<file path="config.mk">
export PLATFORM = sky130hd
export DESIGN_NAME = cpusp_core
export DESIGN_NICKNAME = d
export VERILOG_FILES = /design/src/inc/cpusp_pkg.sv /design/src/hdl/cpusp_core.sv
export SDC_FILE = /design/constraint.sdc
export NUM_CORES = 1
export LEC_CHECK = 0
export ABC_AREA = 1
export BUFFER_PORTS_ARGS = -buffer_cell sky130_fd_sc_hd__buf_4
export CAP_MARGIN = 10
export CELL_PAD_IN_SITES_DETAIL_PLACEMENT = 1
export CELL_PAD_IN_SITES_GLOBAL_PLACEMENT = 2
export CORE_MARGIN = 3
export CORE_UTILIZATION = 30
export DETAILED_ROUTE_END_ITERATION = 12
export PLACE_DENSITY_LB_ADDON = 0.1
export SKIP_CTS_REPAIR_TIMING = 1
export SLEW_MARGIN = 25
export SYNTH_ARGS = -nofsm -noshare
export SYNTH_HDL_FRONTEND = slang
export SYNTH_SLANG_ARGS = --single-unit
</file>
<file path="constraint.sdc">
create_clock -name mclk -period 2.4 [get_ports mclk]
set_input_delay 0.48 -clock mclk [delete_from_list [all_inputs] [get_ports mclk]]
set_output_delay 0.48 -clock mclk [all_outputs]
set_load 0.01 [all_outputs]
</file>
<file path="src/inc/cpusp_pkg.sv">
// Package for the CPU status, fetch pointer and stack block
package cpusp_pkg;
    // Register bus offsets (byte addresses, one word each)
    localparam logic [7:0] OFS_STATUS   = 8'h00;
    localparam logic [7:0] OFS_FETCH    = 8'h04;
    localparam logic [7:0] OFS_STACK    = 8'h08;
    localparam logic [7:0] OFS_FRAME    = 8'h0c;
    localparam logic [7:0] OFS_ZERO     = 8'h10;
    localparam logic [7:0] OFS_FAULT    = 8'h14;
    // Status word field positions
    localparam int         ST_C_BIT     = 0;
    localparam int         ST_V_BIT     = 1;
    localparam int         ST_N_BIT     = 2;
    localparam int         ST_Z_BIT     = 3;
    localparam int         ST_LVL_LO    = 8;
    localparam logic [15:0] ST_KEEP_MASK = 16'h070f;
    localparam logic [15:0] ST_RESET    = 16'h0000;
    localparam logic [15:0] PTR_RESET   = 16'h0000;
    localparam logic [2:0]  LVL_ALL     = 3'h7;
    // Trap vector table base, as a word address (byte 08000h)
    localparam logic [15:0] VEC_BASE_W  = 16'h4000;
    localparam logic [15:0] WORD_STEP   = 16'h0002;

    typedef enum logic [1:0] {
        CPUSP_BYTE,
        CPUSP_WORD,
        CPUSP_LONG
    } cpusp_size_t;

    typedef enum logic [3:0] {
        CPUSP_NONE,
        CPUSP_ALU,
        CPUSP_SHIFT,
        CPUSP_BITLD,
        CPUSP_JUMP,
        CPUSP_CALL,
        CPUSP_RET,
        CPUSP_RETI,
        CPUSP_LINK,
        CPUSP_UNLINK,
        CPUSP_TRAP,
        CPUSP_ILLEGAL,
        CPUSP_IRQ,
        CPUSP_ADVANCE
    } cpusp_op_t;

    // One request from the sequencer
    typedef struct packed {
        cpusp_op_t   op;
        cpusp_size_t size;
        logic [31:0] result;
        logic        carry;
        logic        ovf;
        logic        bit_in;
        logic [15:0] target;
        logic [15:0] disp;
        logic [7:0]  vector;
        logic [1:0]  words;
    } cpusp_req_t;

    // Memory bus request towards RAM and program memory
    typedef struct packed {
        logic        rd;
        logic        wr;
        logic [16:0] addr;
        logic [15:0] wdata;
    } cpusp_mem_t;
endpackage : cpusp_pkg

</file>
<file path="src/hdl/cpusp_core.sv">
// CPU status word, zero slot, fetch pointer and stack sequencer
`timescale 1ns/1ps
module cpusp_core
    import cpusp_pkg::*;
(
    input  wire logic                 mclk,
    input  wire logic                 rstn,
    input  wire cpusp_pkg::cpusp_req_t req,
    input  wire logic                 req_valid,
    output logic                      req_busy,
    output cpusp_pkg::cpusp_mem_t     mem,
    input  wire logic [15:0]          mem_rdata,
    output logic [16:0]               fetch_addr,
    output logic                      fault_reset,
    input  wire logic [7:0]           reg_addr,
    input  wire logic [31:0]          reg_wdata,
    input  wire logic                 reg_wr,
    input  wire logic                 reg_rd,
    output logic [31:0]               reg_rdata
);
    typedef enum logic [3:0] {
        S_IDLE, S_PUSH1, S_PUSH2, S_POP1, S_POP2, S_DONE
    } cpusp_state_t;

    logic [15:0]  cpu_status_word;
    logic [15:0]  fetch_word_pointer;
    logic [15:0]  stack_top_pointer;
    logic [15:0]  frame_base_pointer;
    cpusp_state_t state;
    cpusp_req_t   cur;

    // Zero test at operand size
    function automatic logic is_zero(input cpusp_size_t s,
                                     input logic [31:0] r);
        unique case (s)
            CPUSP_BYTE: is_zero = (r[7:0] == 8'h00);
            CPUSP_WORD: is_zero = (r[15:0] == 16'h0000);
            default:    is_zero = (r == 32'h0000_0000);
        endcase
    endfunction : is_zero

    // Sign bit at operand size
    function automatic logic top_bit(input cpusp_size_t s,
                                     input logic [31:0] r);
        unique case (s)
            CPUSP_BYTE: top_bit = r[7];
            CPUSP_WORD: top_bit = r[15];
            default:    top_bit = r[31];
        endcase
    endfunction : top_bit

    logic [15:0] sp_minus;
    logic [15:0] ret_ptr;
    assign sp_minus = stack_top_pointer - WORD_STEP;
    assign ret_ptr  = mem_rdata - WORD_STEP;

    // Pointer loads only hit their own offsets, so other writes lose nothing
    logic ptr_wr;
    assign ptr_wr = reg_wr && state == S_IDLE
                    && (reg_addr == OFS_STACK || reg_addr == OFS_FRAME
                        || reg_addr == OFS_FETCH);

    // Status word: flags, level and context restore
    always_ff @(posedge mclk or negedge rstn) begin
        if (!rstn) begin
            cpu_status_word <= ST_RESET;
        end else if (reg_wr && reg_addr == OFS_STATUS) begin
            cpu_status_word <= reg_wdata[15:0] & ST_KEEP_MASK;
        end else if (state == S_IDLE && req_valid) begin
            unique case (req.op)
                CPUSP_ALU: begin
                    cpu_status_word[ST_Z_BIT] <= is_zero(req.size,
                                                         req.result);
                    cpu_status_word[ST_N_BIT] <= top_bit(req.size,
                                                         req.result);
                    cpu_status_word[ST_C_BIT] <= req.carry;
                    cpu_status_word[ST_V_BIT] <= req.ovf;
                end
                CPUSP_SHIFT: cpu_status_word[ST_C_BIT] <= req.carry;
                CPUSP_BITLD: cpu_status_word[ST_C_BIT] <= req.bit_in;
                default: ;
            endcase
        end else if (state == S_PUSH1 && cur.op == CPUSP_TRAP) begin
            // mask to all ones; three-bit level
            cpu_status_word[ST_LVL_LO +: 3] <= LVL_ALL;
        end else if (state == S_POP2 && cur.op == CPUSP_RETI) begin
            cpu_status_word <= mem_rdata & ST_KEEP_MASK;
        end
    end

    // Context sequencer for stack traffic
    always_ff @(posedge mclk or negedge rstn) begin
        if (!rstn) begin
            state <= S_IDLE;
            cur   <= '0;
        end else begin
            unique case (state)
                S_IDLE: begin
                    if (req_valid) begin
                        cur <= req;
                        unique case (req.op)
                            CPUSP_CALL, CPUSP_LINK: state <= S_PUSH2;
                            CPUSP_TRAP, CPUSP_ILLEGAL,
                            CPUSP_IRQ: state <= S_PUSH1;
                            CPUSP_RET, CPUSP_RETI,
                            CPUSP_UNLINK: state <= S_POP1;
                            default: state <= S_IDLE;
                        endcase
                    end
                end
                S_PUSH1: state <= S_PUSH2;
                S_PUSH2: state <= S_DONE;
                S_POP1: state <= (cur.op == CPUSP_RETI) ? S_POP2 : S_DONE;
                S_POP2: state <= S_DONE;
                S_DONE: state <= S_IDLE;
                default: state <= S_IDLE;
            endcase
        end
    end

    // Stack, frame and fetch pointers
    always_ff @(posedge mclk or negedge rstn) begin
        if (!rstn) begin
            stack_top_pointer  <= PTR_RESET;
            frame_base_pointer <= PTR_RESET;
            fetch_word_pointer <= PTR_RESET;
        end else if (ptr_wr) begin
            // Software loads only between sequences
            if (reg_addr == OFS_STACK)
                stack_top_pointer <= reg_wdata[15:0];
            if (reg_addr == OFS_FRAME)
                frame_base_pointer <= reg_wdata[15:0];
            if (reg_addr == OFS_FETCH)
                fetch_word_pointer <= reg_wdata[15:0];
        end else begin
            unique case (state)
                S_IDLE: begin
                    if (req_valid && req.op == CPUSP_ADVANCE)
                        // one to three words; lead kept
                        fetch_word_pointer <= fetch_word_pointer
                                              + {14'h0000, req.words};
                    else if (req_valid && req.op == CPUSP_JUMP)
                        fetch_word_pointer <= req.target;
                    // frame copied into stack before the pop
                    else if (req_valid && req.op == CPUSP_UNLINK)
                        stack_top_pointer <= frame_base_pointer;
                end
                S_PUSH1, S_PUSH2: begin
                    stack_top_pointer <= stack_top_pointer + WORD_STEP;
                end
                S_POP1, S_POP2: begin
                    stack_top_pointer <= sp_minus;
                end
                S_DONE: begin
                    unique case (cur.op)
                        CPUSP_CALL: fetch_word_pointer <= cur.target;
                        // frame takes pushed top; displacement added
                        CPUSP_LINK: begin
                            frame_base_pointer <= stack_top_pointer;
                            stack_top_pointer  <= stack_top_pointer
                                                  + cur.disp;
                        end
                        CPUSP_TRAP: fetch_word_pointer <= VEC_BASE_W
                                          + {8'h00, cur.vector};
                        CPUSP_ILLEGAL: fetch_word_pointer <= VEC_BASE_W;
                        CPUSP_IRQ: fetch_word_pointer <= cur.target;
                        default: ;
                    endcase
                end
                default: ;
            endcase
            if (state == S_POP1) begin
                unique case (cur.op)
                    CPUSP_RET: fetch_word_pointer <= mem_rdata;
                    CPUSP_RETI: fetch_word_pointer <= ret_ptr;
                    CPUSP_UNLINK: frame_base_pointer <= mem_rdata;
                    default: ;
                endcase
            end
        end
    end

    // Memory request: pops read combinationally at the lowered pointer
    always_comb begin
        mem = '0;
        unique case (state)
            S_PUSH1: begin
                mem.wr    = 1'b1;
                mem.addr  = {1'b0, stack_top_pointer};
                mem.wdata = cpu_status_word;
            end
            S_PUSH2: begin
                mem.wr    = 1'b1;
                mem.addr  = {1'b0, stack_top_pointer};
                mem.wdata = (cur.op == CPUSP_LINK) ? frame_base_pointer
                                                   : fetch_word_pointer;
            end
            S_POP1, S_POP2: begin
                mem.rd   = 1'b1;
                mem.addr = {1'b0, sp_minus};
            end
            default: ;
        endcase
    end

    // fetch byte address, bit 0 forced low
    always_ff @(posedge mclk or negedge rstn) begin
        if (!rstn)
            fetch_addr <= 17'h00000;
        else
            fetch_addr <= {fetch_word_pointer, 1'b0};
    end

    // odd stack address requests a device reset
    always_ff @(posedge mclk or negedge rstn) begin
        if (!rstn)
            fault_reset <= 1'b0;
        else
            fault_reset <= (mem.rd || mem.wr) && mem.addr[0];
    end

    // Requests that run a stack sequence
    function automatic logic starts_seq(input cpusp_op_t o);
        unique case (o)
            CPUSP_CALL, CPUSP_LINK, CPUSP_TRAP, CPUSP_ILLEGAL,
            CPUSP_IRQ, CPUSP_RET, CPUSP_RETI, CPUSP_UNLINK:
                starts_seq = 1'b1;
            default: starts_seq = 1'b0;
        endcase
    endfunction : starts_seq

    // Busy kept as its own flop so the output carries no decode glitch
    always_ff @(posedge mclk or negedge rstn) begin
        if (!rstn)
            req_busy <= 1'b0;
        else if (state == S_IDLE && req_valid)
            req_busy <= starts_seq(req.op);
        else if (state == S_DONE)
            req_busy <= 1'b0;
    end

    // Register read port, data one cycle after the strobe
    always_ff @(posedge mclk or negedge rstn) begin
        if (!rstn) begin
            reg_rdata <= 32'h0000_0000;
        end else if (reg_rd) begin
            unique case (reg_addr)
                OFS_STATUS: reg_rdata <= {16'h0000, cpu_status_word};
                OFS_FETCH:  reg_rdata <= {16'h0000, fetch_word_pointer};
                OFS_STACK:  reg_rdata <= {16'h0000, stack_top_pointer};
                OFS_FRAME:  reg_rdata <= {16'h0000, frame_base_pointer};
                OFS_FAULT:  reg_rdata <= {31'h0, fault_reset};
                default:    reg_rdata <= 32'h0000_0000;
            endcase
        end else begin
            reg_rdata <= 32'h0000_0000;
        end
    end

    // Assertions
    property p_zero_flag;
        @(posedge mclk) disable iff (!rstn)
        (state == S_IDLE && req_valid && req.op == CPUSP_ALU && !reg_wr)
        |=> cpu_status_word[ST_Z_BIT] == is_zero($past(req.size),
                                                 $past(req.result));
    endproperty
    a_zero_flag: assert property (p_zero_flag)
        else $error("zero flag wrong");

    property p_neg_flag;
        @(posedge mclk) disable iff (!rstn)
        (state == S_IDLE && req_valid && req.op == CPUSP_ALU && !reg_wr)
        |=> cpu_status_word[ST_N_BIT] == top_bit($past(req.size),
                                                 $past(req.result));
    endproperty
    a_neg_flag: assert property (p_neg_flag)
        else $error("negative flag wrong");

    property p_reserved;
        @(posedge mclk) disable iff (!rstn)
        (cpu_status_word & ~ST_KEEP_MASK) == 16'h0000;
    endproperty
    a_reserved: assert property (p_reserved)
        else $error("reserved status bit held data");

    property p_zero_slot;
        @(posedge mclk) disable iff (!rstn)
        (reg_rd && reg_addr == OFS_ZERO) |=> reg_rdata == 32'h0;
    endproperty
    a_zero_slot: assert property (p_zero_slot)
        else $error("zero slot read nonzero");

    property p_fetch_addr;
        @(posedge mclk) disable iff (!rstn)
        ##1 fetch_addr == {$past(fetch_word_pointer), 1'b0};
    endproperty
    a_fetch_addr: assert property (p_fetch_addr)
        else $error("fetch address mismatch");

    property p_push_step;
        @(posedge mclk) disable iff (!rstn)
        (state == S_PUSH2 && !reg_wr)
        |=> stack_top_pointer == $past(stack_top_pointer) + WORD_STEP;
    endproperty
    a_push_step: assert property (p_push_step)
        else $error("push did not add two");

    property p_irq_order;
        @(posedge mclk) disable iff (!rstn)
        (state == S_PUSH1) |-> mem.wr && mem.wdata == cpu_status_word
                               ##1 state == S_PUSH2 && mem.wr
                               && mem.addr == $past(mem.addr) + 17'h00002;
    endproperty
    a_irq_order: assert property (p_irq_order)
        else $error("context push order wrong");

    property p_trap_level;
        @(posedge mclk) disable iff (!rstn)
        (state == S_PUSH1 && cur.op == CPUSP_TRAP && !reg_wr)
        |=> cpu_status_word[ST_LVL_LO +: 3] == LVL_ALL;
    endproperty
    a_trap_level: assert property (p_trap_level)
        else $error("trap did not raise level");

    property p_odd_fault;
        @(posedge mclk) disable iff (!rstn)
        ((mem.rd || mem.wr) && mem.addr[0]) |=> fault_reset;
    endproperty
    a_odd_fault: assert property (p_odd_fault)
        else $error("odd access not faulted");

    c_call: cover property (@(posedge mclk) disable iff (!rstn)
        state == S_DONE && cur.op == CPUSP_CALL);
    c_reti: cover property (@(posedge mclk) disable iff (!rstn)
        state == S_POP2);
    c_trap: cover property (@(posedge mclk) disable iff (!rstn)
        state == S_DONE && cur.op == CPUSP_TRAP);
endmodule : cpusp_core

</file>
==> metrics.txt, run 1 <==
status=finished with violations; violated checks=setup timing; Floorplan Core Area=34900 um2; min cycle time layout=2.46 ns; hold path cells=3; Site Rows=68; TritonCTS buffer count=17; floorplan die height=195 um; part of the cycle the worst path needs=102%; post-detailed-route wirelength per cell=21.3 um; worst voltage drop across the vdd grid=552 uV; RSZ-0062 raised after global routing=yes; Crit path required time=1.92 ns; final layout net count=about 2100; global-route congestion overflow total=0; Max Clock Freq=around 410 MHz; pin count of the biggest net entering global routing=47; synth cell count leaders=nand2_1 (463), nor2_1 (192), inv_1 (188); global placer's final weighted congestion=0.882; via total after detailed routing=12421; DRT antenna net count=0; Gate power share=60.4%; Remaining DRCs=0; IO Pins=230; fin cells=2399; starting density of the core=30.7%; Critical R2R Launch=state[2]; final count of pins violating max slew=0; R2R Setup Slk=roughly 0.12 ns; power density over the cells=approximately 1300 nW/um2; max_slew headroom=58.2%; Synth Register Bits=136; transition time at the pin with the least slew margin=~0.63 ns; async set-or-reset flop fraction in the synthesized netlist=between 90% and 100%; sw frac=50.1%; count of placed standard cells including taps=2324; most area-hungry cell type in the Yosys netlist=dfrtp_1; share of cells above drive strength 1=around a quarter; final-report setup violation count=9; width of the chip=195 um; clock-pin slew on the worst setup and hold paths=0.06 ns; area after detailed placement=13000 um2; CTS tree=done; final core occ=41.4%; post-synthesis instance area=10700 um2; area of all placed cells without fillers=14400 um2; number of synthesized flops with an enable pin=0; Mapped Cells=1658; area added between synthesis and finish=34.8%; area enclosed by the die boundary=approximately 38000 um2; number of cells on the worst reg-to-reg path=9; post-synthesis sequential area ratio=31.8%; via density per instance=5.18; number of different library cells in the post-synthesis netlist=53; number of maximum-capacitance violations=0; Area contributors post-synth=dfrtp_1 (32%), nand2_1 (16%), nor2_1 (6.7%), inv_1 (6.6%), nand3_1 (6.0%); min-delay worst type=in2reg; capture point of the critical path=mem[8]; antenna fix cells=0; type of element capturing the critical path=output pin; part of the power in registers=23.7%; clock share of power=15.8%; Total Power Consumption=18.2 mW; cell-internal power=9.10 mW; maximum clock skew at final layout=0.0154 ns; Static Leak=7.17 nW; data arrival time of the worst path=approximately 2.0 ns; Sw Pwr=9.12 mW; total global routing track utilization=25.9%; wire length of the first global-routing pass=75.5 mm; Initial DRT Pass Iterations=5; worst r2r dst=fetch_word_pointer[0]; library cell used as clock root buffer=clkbuf_16; worst path setup slack after routing=-0.0579 ns; area share of the leading cell type in the synthesized netlist=31.8%; Detailed Route Iter0 Violations=712; Port Buffer Count=195; count leader, synth=nand2_1; number of failing hold endpoints at the final stage=0; maximum fanout count along the critical path=5; deepest level of the CTS H-tree=4; mean cell area of the mapped netlist=6.46 um2; Yosys warning total=0; final WL=just over 50 mm; number of global-route vias before repair=12718; final HPWL from detailed placement=39.9 mm; Post-synth top flop=dfrtp_1; clock tree sinks=136; later-pin clock latency in the skew report=0.46 ns; start point of the critical path=cur[80]; class of the most critical setup path=reg2out; initial antenna violation count=0; clock tree buffer depth=2; startpoint kind of the worst setup timing path=register
-- power by group through the flow --
stage | logic, mW | clock network (mW) | registers (mW)
after detailed placement | 9.68 | 0 | 4.27
after floorplan | 6.09 | 0 | 3.90
final | 11.0 | 2.88 | 4.33
after global routing | 12.2 | 3.05 | 4.46
after global placement | 9.48 | 0 | 4.24
after CTS | 9.75 | 2.95 | 4.24
-- cell usage in the layout (no fill, tap or decap), drive strengths merged, types with 7 or more instances in the layout --
cell type / instances
a211oi: 9
a21oi: 89
a22oi: 7
a31oi: 7
buf: 315
clkbuf: 19
clkinvlp: 7
conb: 18
dfrtp: 136
ha: 20
inv: 204
nand2: 479
nand3: 134
nand4: 24
nor2: 207
nor3: 31
o211ai: 21
o21ai: 126
o221ai: 10
o22ai: 20
xor2: 9
-- worst max-delay path, cell delays in order (launching register included) --
cell,delay [ns]
dfrtp_2,0.46
nor2_4,0.24
buf_4,0.21
nand2_8,0.08
nor2_1,0.15
o32ai_2,0.11
buf_4,0.15
buf_4,0.13
-- per-layer routing --
layer / vias to the layer above / part of all wire (%) / GRT usage [%]
met4: 0 / 3.2 / 10.0
met3: 72 / 4.2 / 4.42
li1: 5943 / - / -
met5: - / 0 / 0
met1: 6097 / 43 / 32.6
met2: 309 / 50 / 44.2
-- per-stage QoR --
step	worst slack [ns]	hold slack [ns]	setup TNS [ns]
floorplan	0.415	0.184	0
global placement	0.129	0.379	0
detailed placement	0.117	0.387	0
CTS	-0.322	-0.105	-5.96
global route	-0.148	0.220	-1.50
finish	-0.0579	0.220	-0.199
-- sequential cells by signal, indices dropped and copies added (netlist names) --
signal              count
reg_rdata              16
cpu_status_word         7
cur                    44
fetch_word_pointer     16
state                   3
frame_base_pointer     16
fetch_addr             16
fault_reset             1
stack_top_pointer      16
req_busy                1
-- layout make-up --
cell class                 count  area [um2]
tap                          455         569
multi-input combinational   1253        6530
clock inverter                13         169
timing repair buffer         316        2490
inverter                     207         808
fill                        4540       20400
clock buffer                  19         453
sequential                   136        3420
-- kinds of logic (layout without fill, tap and decap cells) --
| kind of cell | Yosys count | count (layout) | share of synthesized area, % |
|---|---|---|---|
| AOI/OAI and AO/OA | 306 | 306 | 16.7 |
| muxes | 1 | 1 | 0.105 |
| other | 1 | 18 | 0.0350 |
| and+or+nand+nor | 893 | 895 | 36.2 |
| DFF | 136 | 136 | 31.8 |
| buffers and inverters | 288 | 555 | 11.5 |
| adders and majority gates | 22 | 22 | 2.71 |
| xor gates and xnor gates | 11 | 11 | 0.900 |
-- how the worst min path moves through the flow --
stage | start | endpoint | slack [ns]
finish | req[7] | cur[7] | 0.22
CTS | rstn | cur[14] | -0.11
floorplan | rstn | cpu_status_word[0] | 0.18
detailed placement | rstn | cur[12] | 0.39
global placement | rstn | cur[19] | 0.38
global route | req[5] | cur[5] | 0.22
Power figures use the tool's default switching activity.
==> run 2: changes to the inputs <==
- clock period: 2.4 -> 2.9 ns (I/O delays scaled with it)
==> metrics.txt, run 2 (synthesis gave the netlist of run 1 again) <==
total global routing track utilization=25.5%; RSZ-0062 raised after global routing=yes; global placer's final weighted congestion=0.886; class of the most critical setup path=reg2out; path length in cells of the critical path=6; Static Leak=6.77 nW; clock-pin slew on the worst setup and hold paths=0.07 ns; number of maximum-capacitance violations=0; commonest cells after routing, fill and taps aside=nand2_1 (463), buf_4 (240), nor2_1 (189), inv_1 (187), dfrtp_1 (136); worst path setup slack after routing=-0.0214 ns; final HPWL from detailed placement=39.2 mm; violated checks=setup timing; DRT antenna net count=0; floorplan die height=195 um; TritonCTS buffer count=17; Initial DRT Pass Iterations=5; number of failing hold endpoints at the final stage=0; share of cells above drive strength 1=18.5%; library cell used as clock root buffer=clkbuf_16; worst r2r dst=stack_top_pointer[6]; number of cells on the worst reg-to-reg path=10; status=finished with violations; final count of pins violating max slew=0; pin count of the biggest net entering global routing=46; final layout net count=2022; clock tree sinks=136; Remaining DRCs=0; min cycle time layout=2.92 ns; Floorplan Core Area=34900 um2; global-route congestion overflow total=0; part of the cycle the worst path needs=101%; area of all placed cells without fillers=13400 um2; maximum clock skew at final layout=roughly 0.0094 ns; Critical R2R Launch=stack_top_pointer[3]; Cell Chain, Critical Path=nor2_4 > nand2_2 > nand2_4 > inv_1 > o21ai_0 > buf_4; maximum fanout count along the critical path=17; via total after detailed routing=12031; most common library cell in the layout ignoring fill and taps=nand2_1; final WL=~49 mm; met3 Usage GRT=around 3.2%; type of element capturing the critical path=output pin; Port Buffer Count=around 200; global routing usage on met1=33.1%; delay-heaviest family, CP=simple AND/OR/NAND/NOR gates; area of combinational cells with multiple inputs=6140 um2; wire length of the first global-routing pass=between 70 and 80 mm; deepest level of the CTS H-tree=4; transition time at the pin with the least slew margin=0.622 ns; post-detailed-route wirelength per cell=21.3 um; via density per instance=5.18; startpoint kind of the worst setup timing path=register; final-report setup violation count=1; area enclosed by the die boundary=38000 um2; number of flip-flops under the largest register name=44; area after detailed placement=12700 um2; IO Pins=230; Max Clock Freq=342 MHz; final-layout fill cell count=approximately 4600; crit path max-delay cell type=dfrtp_1; power density over the cells=1030 nW/um2; Site Rows=68; CTS tree=done; Detailed Route Iter0 Violations=761; starting density of the core=30.7%; initial antenna violation count=0; width of the chip=195 um; antenna fix cells=0; Crit path required time=2.32 ns; worst setup timing slack at the placement stage=0.434 ns; worst voltage drop across the vdd grid=491 uV; Top reg by flops=cur; data arrival time of the worst path=2.34 ns; Buf/Inv on CP=2; min-delay worst type=in2async; area added between synthesis and finish=25.0%; number of global-route vias before repair=12469; highest-utilization routing layer at the global route stage=met2; clock tree buffer depth=2; R2R Setup Slk=roughly 0.62 ns; later-pin clock latency in the skew report=between 0.4 and 0.5 ns; met2 GRT Util=45.1%; delay contributed by the slowest stage of the critical path=0.48 ns; max_slew headroom=about three fifths; register area=3400 um2
==> run 2: cell types whose count changed in the layout (fill, tap and decap cells not counted), sizes merged <==
| cell | delta |
|---|---|
| buf | -72 |
| clkinvlp | -5 |
| inv | +5 |
| nand2 | -2 |
| clkbuf | +1 |
| clkinv | -1 |
| dlygate4sd3 | -1 |
==> run 2: final cells by class <==
type	count	area share, %
clock buffers	20	3.49
well taps	455	4.25
multi-input cells	1251	45.9
repair buffers	243	13.8
flip-flops and latches	136	25.4
clock inverters	12	1.22
inverters	207	5.86
==> run 2: how the worst max path moves through the flow <==
stage / from / end / slack, ns
after global routing: state[1] / mem[18] / -0.10
after detailed placement: state[1] / mem[19] / 0.43
after floorplan: stack_top_pointer[1] / mem[25] / 0.81
final: state[1] / mem[18] / -0.02
after global placement: state[1] / mem[18] / 0.44
after CTS: state[1] / mem[19] / -0.05
==> run 2: worst reg2reg max path, stage by stage (launching register included) <==
cell and delay (ns):
dfrtp_1 0.48, buf_4 0.20, ha_1 0.37, nand2_1 0.11
nand2_1 0.05, nand2_1 0.05, nand3_1 0.22, o21ai_0 0.40
nand4_1 0.14, nand2_1 0.09, a21oi_1 0.05
==> run 2: power by group <==
part,switching [mW],internal (mW),leakage [nW]
sequential,0.847,2.68,1.72
clock,0.956,1.43,0.304
combinational,5.17,2.68,4.75
total,6.98,6.79,6.77
==> run 2: per-stage QoR <==
stage / power (mW) / hold WS (ns) / TNS [ns] / util (%) / std cells
2_1_floorplan: 8.26 / 0.284 / 0 / - / 1675
3_3_place_gp: 11.2 / 0.461 / 0 / 36.5 / 2292
3_5_place_dp: 11.4 / 0.463 / 0 / 36.5 / 2292
4_1_cts: 13.9 / 0.0152 / -0.0943 / 38.3 / 2324
5_1_grt: 14.9 / 0.0233 / -0.457 / 38.4 / 2324
6_report: 13.8 / 0.0177 / -0.0214 / 38.4 / 2324
==> run 2: metal layers <==
metal / wire length, um / share of wire [%]
met1: 22000 / 44
met2: 24600 / 50
met3: 1910 / 3.9
met4: 930 / 1.9
met5: 0 / 0
==> run 3: changes to the inputs <==
- CELL_PAD_IN_SITES_GLOBAL_PLACEMENT: 2 -> 1
==> metrics.txt, run 3 (synthesis gave the netlist of run 1 again) <==
status=finished clean; accumulated negative setup slack=0 ns; count of placed standard cells including taps=2286; Port Buffer Count=195; area enclosed by the die boundary=roughly 38000 um2; final HPWL from detailed placement=38.8 mm; final count of pins violating max slew=0; type of element capturing the critical path=output pin; transition time at the pin with the least slew margin=0.630 ns; sw frac=51.1%; library cell used as clock root buffer=clkbuf_16; clock share of power=around 17%; Initial DRT Pass Iterations=5; wire length of the first global-routing pass=~75 mm; final core occ=38.1%; min-delay worst type=in2async; area after detailed placement=12700 um2; fin cells=2319; Static Leak=6.71 nW; clock tree buffer depth=2; Crit path required time=2.32 ns; delay contributed by the slowest stage of the critical path=0.52 ns; Top reg by flops=cur; number of maximum-capacitance violations=0; most common library cell in the layout ignoring fill and taps=nand2_1; class of the most critical setup path=reg2out; antenna fix cells=0; global placer's final weighted congestion=0.942; maximum clock skew at final layout=0.0140 ns; DRT antenna net count=0; power density over the cells=1030 nW/um2; via density per instance=5.22; part of the power in registers=26.0%; final WL=48.6 mm; Gate power share=57.5%; deepest level of the CTS H-tree=4; number of failing hold endpoints at the final stage=0; final worst hold slack=0.0898 ns; delay-heaviest family, CP=buffers and inverters; starting density of the core=30.7%; share of cells above drive strength 1=18.2%; data arrival time of the worst path=roughly 2.2 ns; min cycle time layout=approximately 2.8 ns; worst voltage drop across the vdd grid=486 uV; clock tree sinks=136; Buf/Inv on CP=3; number of flip-flops under the largest register name=44; Max Clock Freq=roughly 360 MHz; commonest cells after routing, fill and taps aside=nand2_1 (463), buf_4 (235), nor2_1 (191), inv_1 (186), dfrtp_1 (136); final-layout fill cell count=between 4000 and 5000; max_slew headroom=57.9%; area added between synthesis and finish=24.3%; global-route congestion overflow total=0; crit path max-delay cell type=o32ai_1; initial antenna violation count=0; part of the cycle the worst path needs=96.4%; Detailed Route Iter0 Violations=699; CTS tree=done; floorplan die height=a little under 200 um; Site Rows=68; width of the chip=195 um; later-pin clock latency in the skew report=0.44 ns; final-report setup violation count=0; clock-pin slew on the worst setup and hold paths=roughly 0.070 ns; total global routing track utilization=25.2%; Sw Pwr=7.00 mW; TritonCTS buffer count=17; Critical Path Most Common Cell=buf_4; Cell Chain, Critical Path=inv_2 > nand3_2 > buf_4 > o32ai_1 > buf_4; IO Pins=between 200 and 250; post-detailed-route wirelength per cell=21.0 um; via total after detailed routing=12113; area of all placed cells without fillers=13300 um2; Remaining DRCs=0; RSZ-0062 raised after global routing=no; Floorplan Core Area=between 30000 and 40000 um2; final layout net count=2017; pin count of the biggest net entering global routing=55; cell-internal power=6.69 mW; maximum fanout count along the critical path=14; startpoint kind of the worst setup timing path=register; number of global-route vias before repair=12490
[run 3: cell types whose count changed in the layout (fill, tap and decap cells not counted), moves of 2 or more]
cell,change
clkinv_2,+2
o21ai_0,-12
buf_4,-5
o21ai_1,+12
clkinvlp_4,+4
nor2_1,+2
nor2_2,-2
clkbuf_8,-2
[run 3: worst paths after layout]
path / start / end / slack, ns / depth (start not counted)
max reg2reg: state[1] / frame_base_pointer[4] / 0.61 / 7
min in group mclk: req[5] / cur[5] / 0.33 / 3
min: rstn / cur[14] / 0.09 / 1
min reg2reg: cur[4] / cur[4] / 0.47 / 2
max: state[0] / mem[10] / 0.10 / 5
max in group asynchronous: rstn / fetch_word_pointer[12] / 2.00 / 2
[run 3: power groups by stage]
stage	registers, mW	logic (mW)	clock network (mW)
final	3.56	7.88	2.25
after CTS	3.56	7.83	2.31
after global placement	3.56	7.62	0
after detailed placement	3.58	7.78	0
after floorplan	3.23	5.04	0
after global routing	3.66	8.86	2.38
[run 3: final cells by class]
cell class	instances	area [um2]	area share, %
clock inverters	14	148	1.11
clock buffers	18	439	3.30
multi-input cells	1251	6140	46.2
inverters	207	788	5.92
well taps	455	569	4.28
repair buffers	238	1820	13.6
flip-flops and latches	136	3400	25.6
[run 3: routing by layer]
layer / global-route usage [%] / vias up / share of wire [%]
li1: - / 5790 / -
met1: 33.2 / 5910 / 44
met2: 43.0 / 348 / 49
met3: 3.50 / 65 / 4.7
met4: 7.97 / 0 / 2.7
met5: 0 / - / 0
[run 3: stage by stage]
step                setup WS (ns)  power, mW
floorplan                   0.815       8.26
global placement            0.419       11.2
detailed placement          0.404       11.4
CTS                       -0.0831       13.7
global route              0.00723       14.9
finish                      0.104       13.7
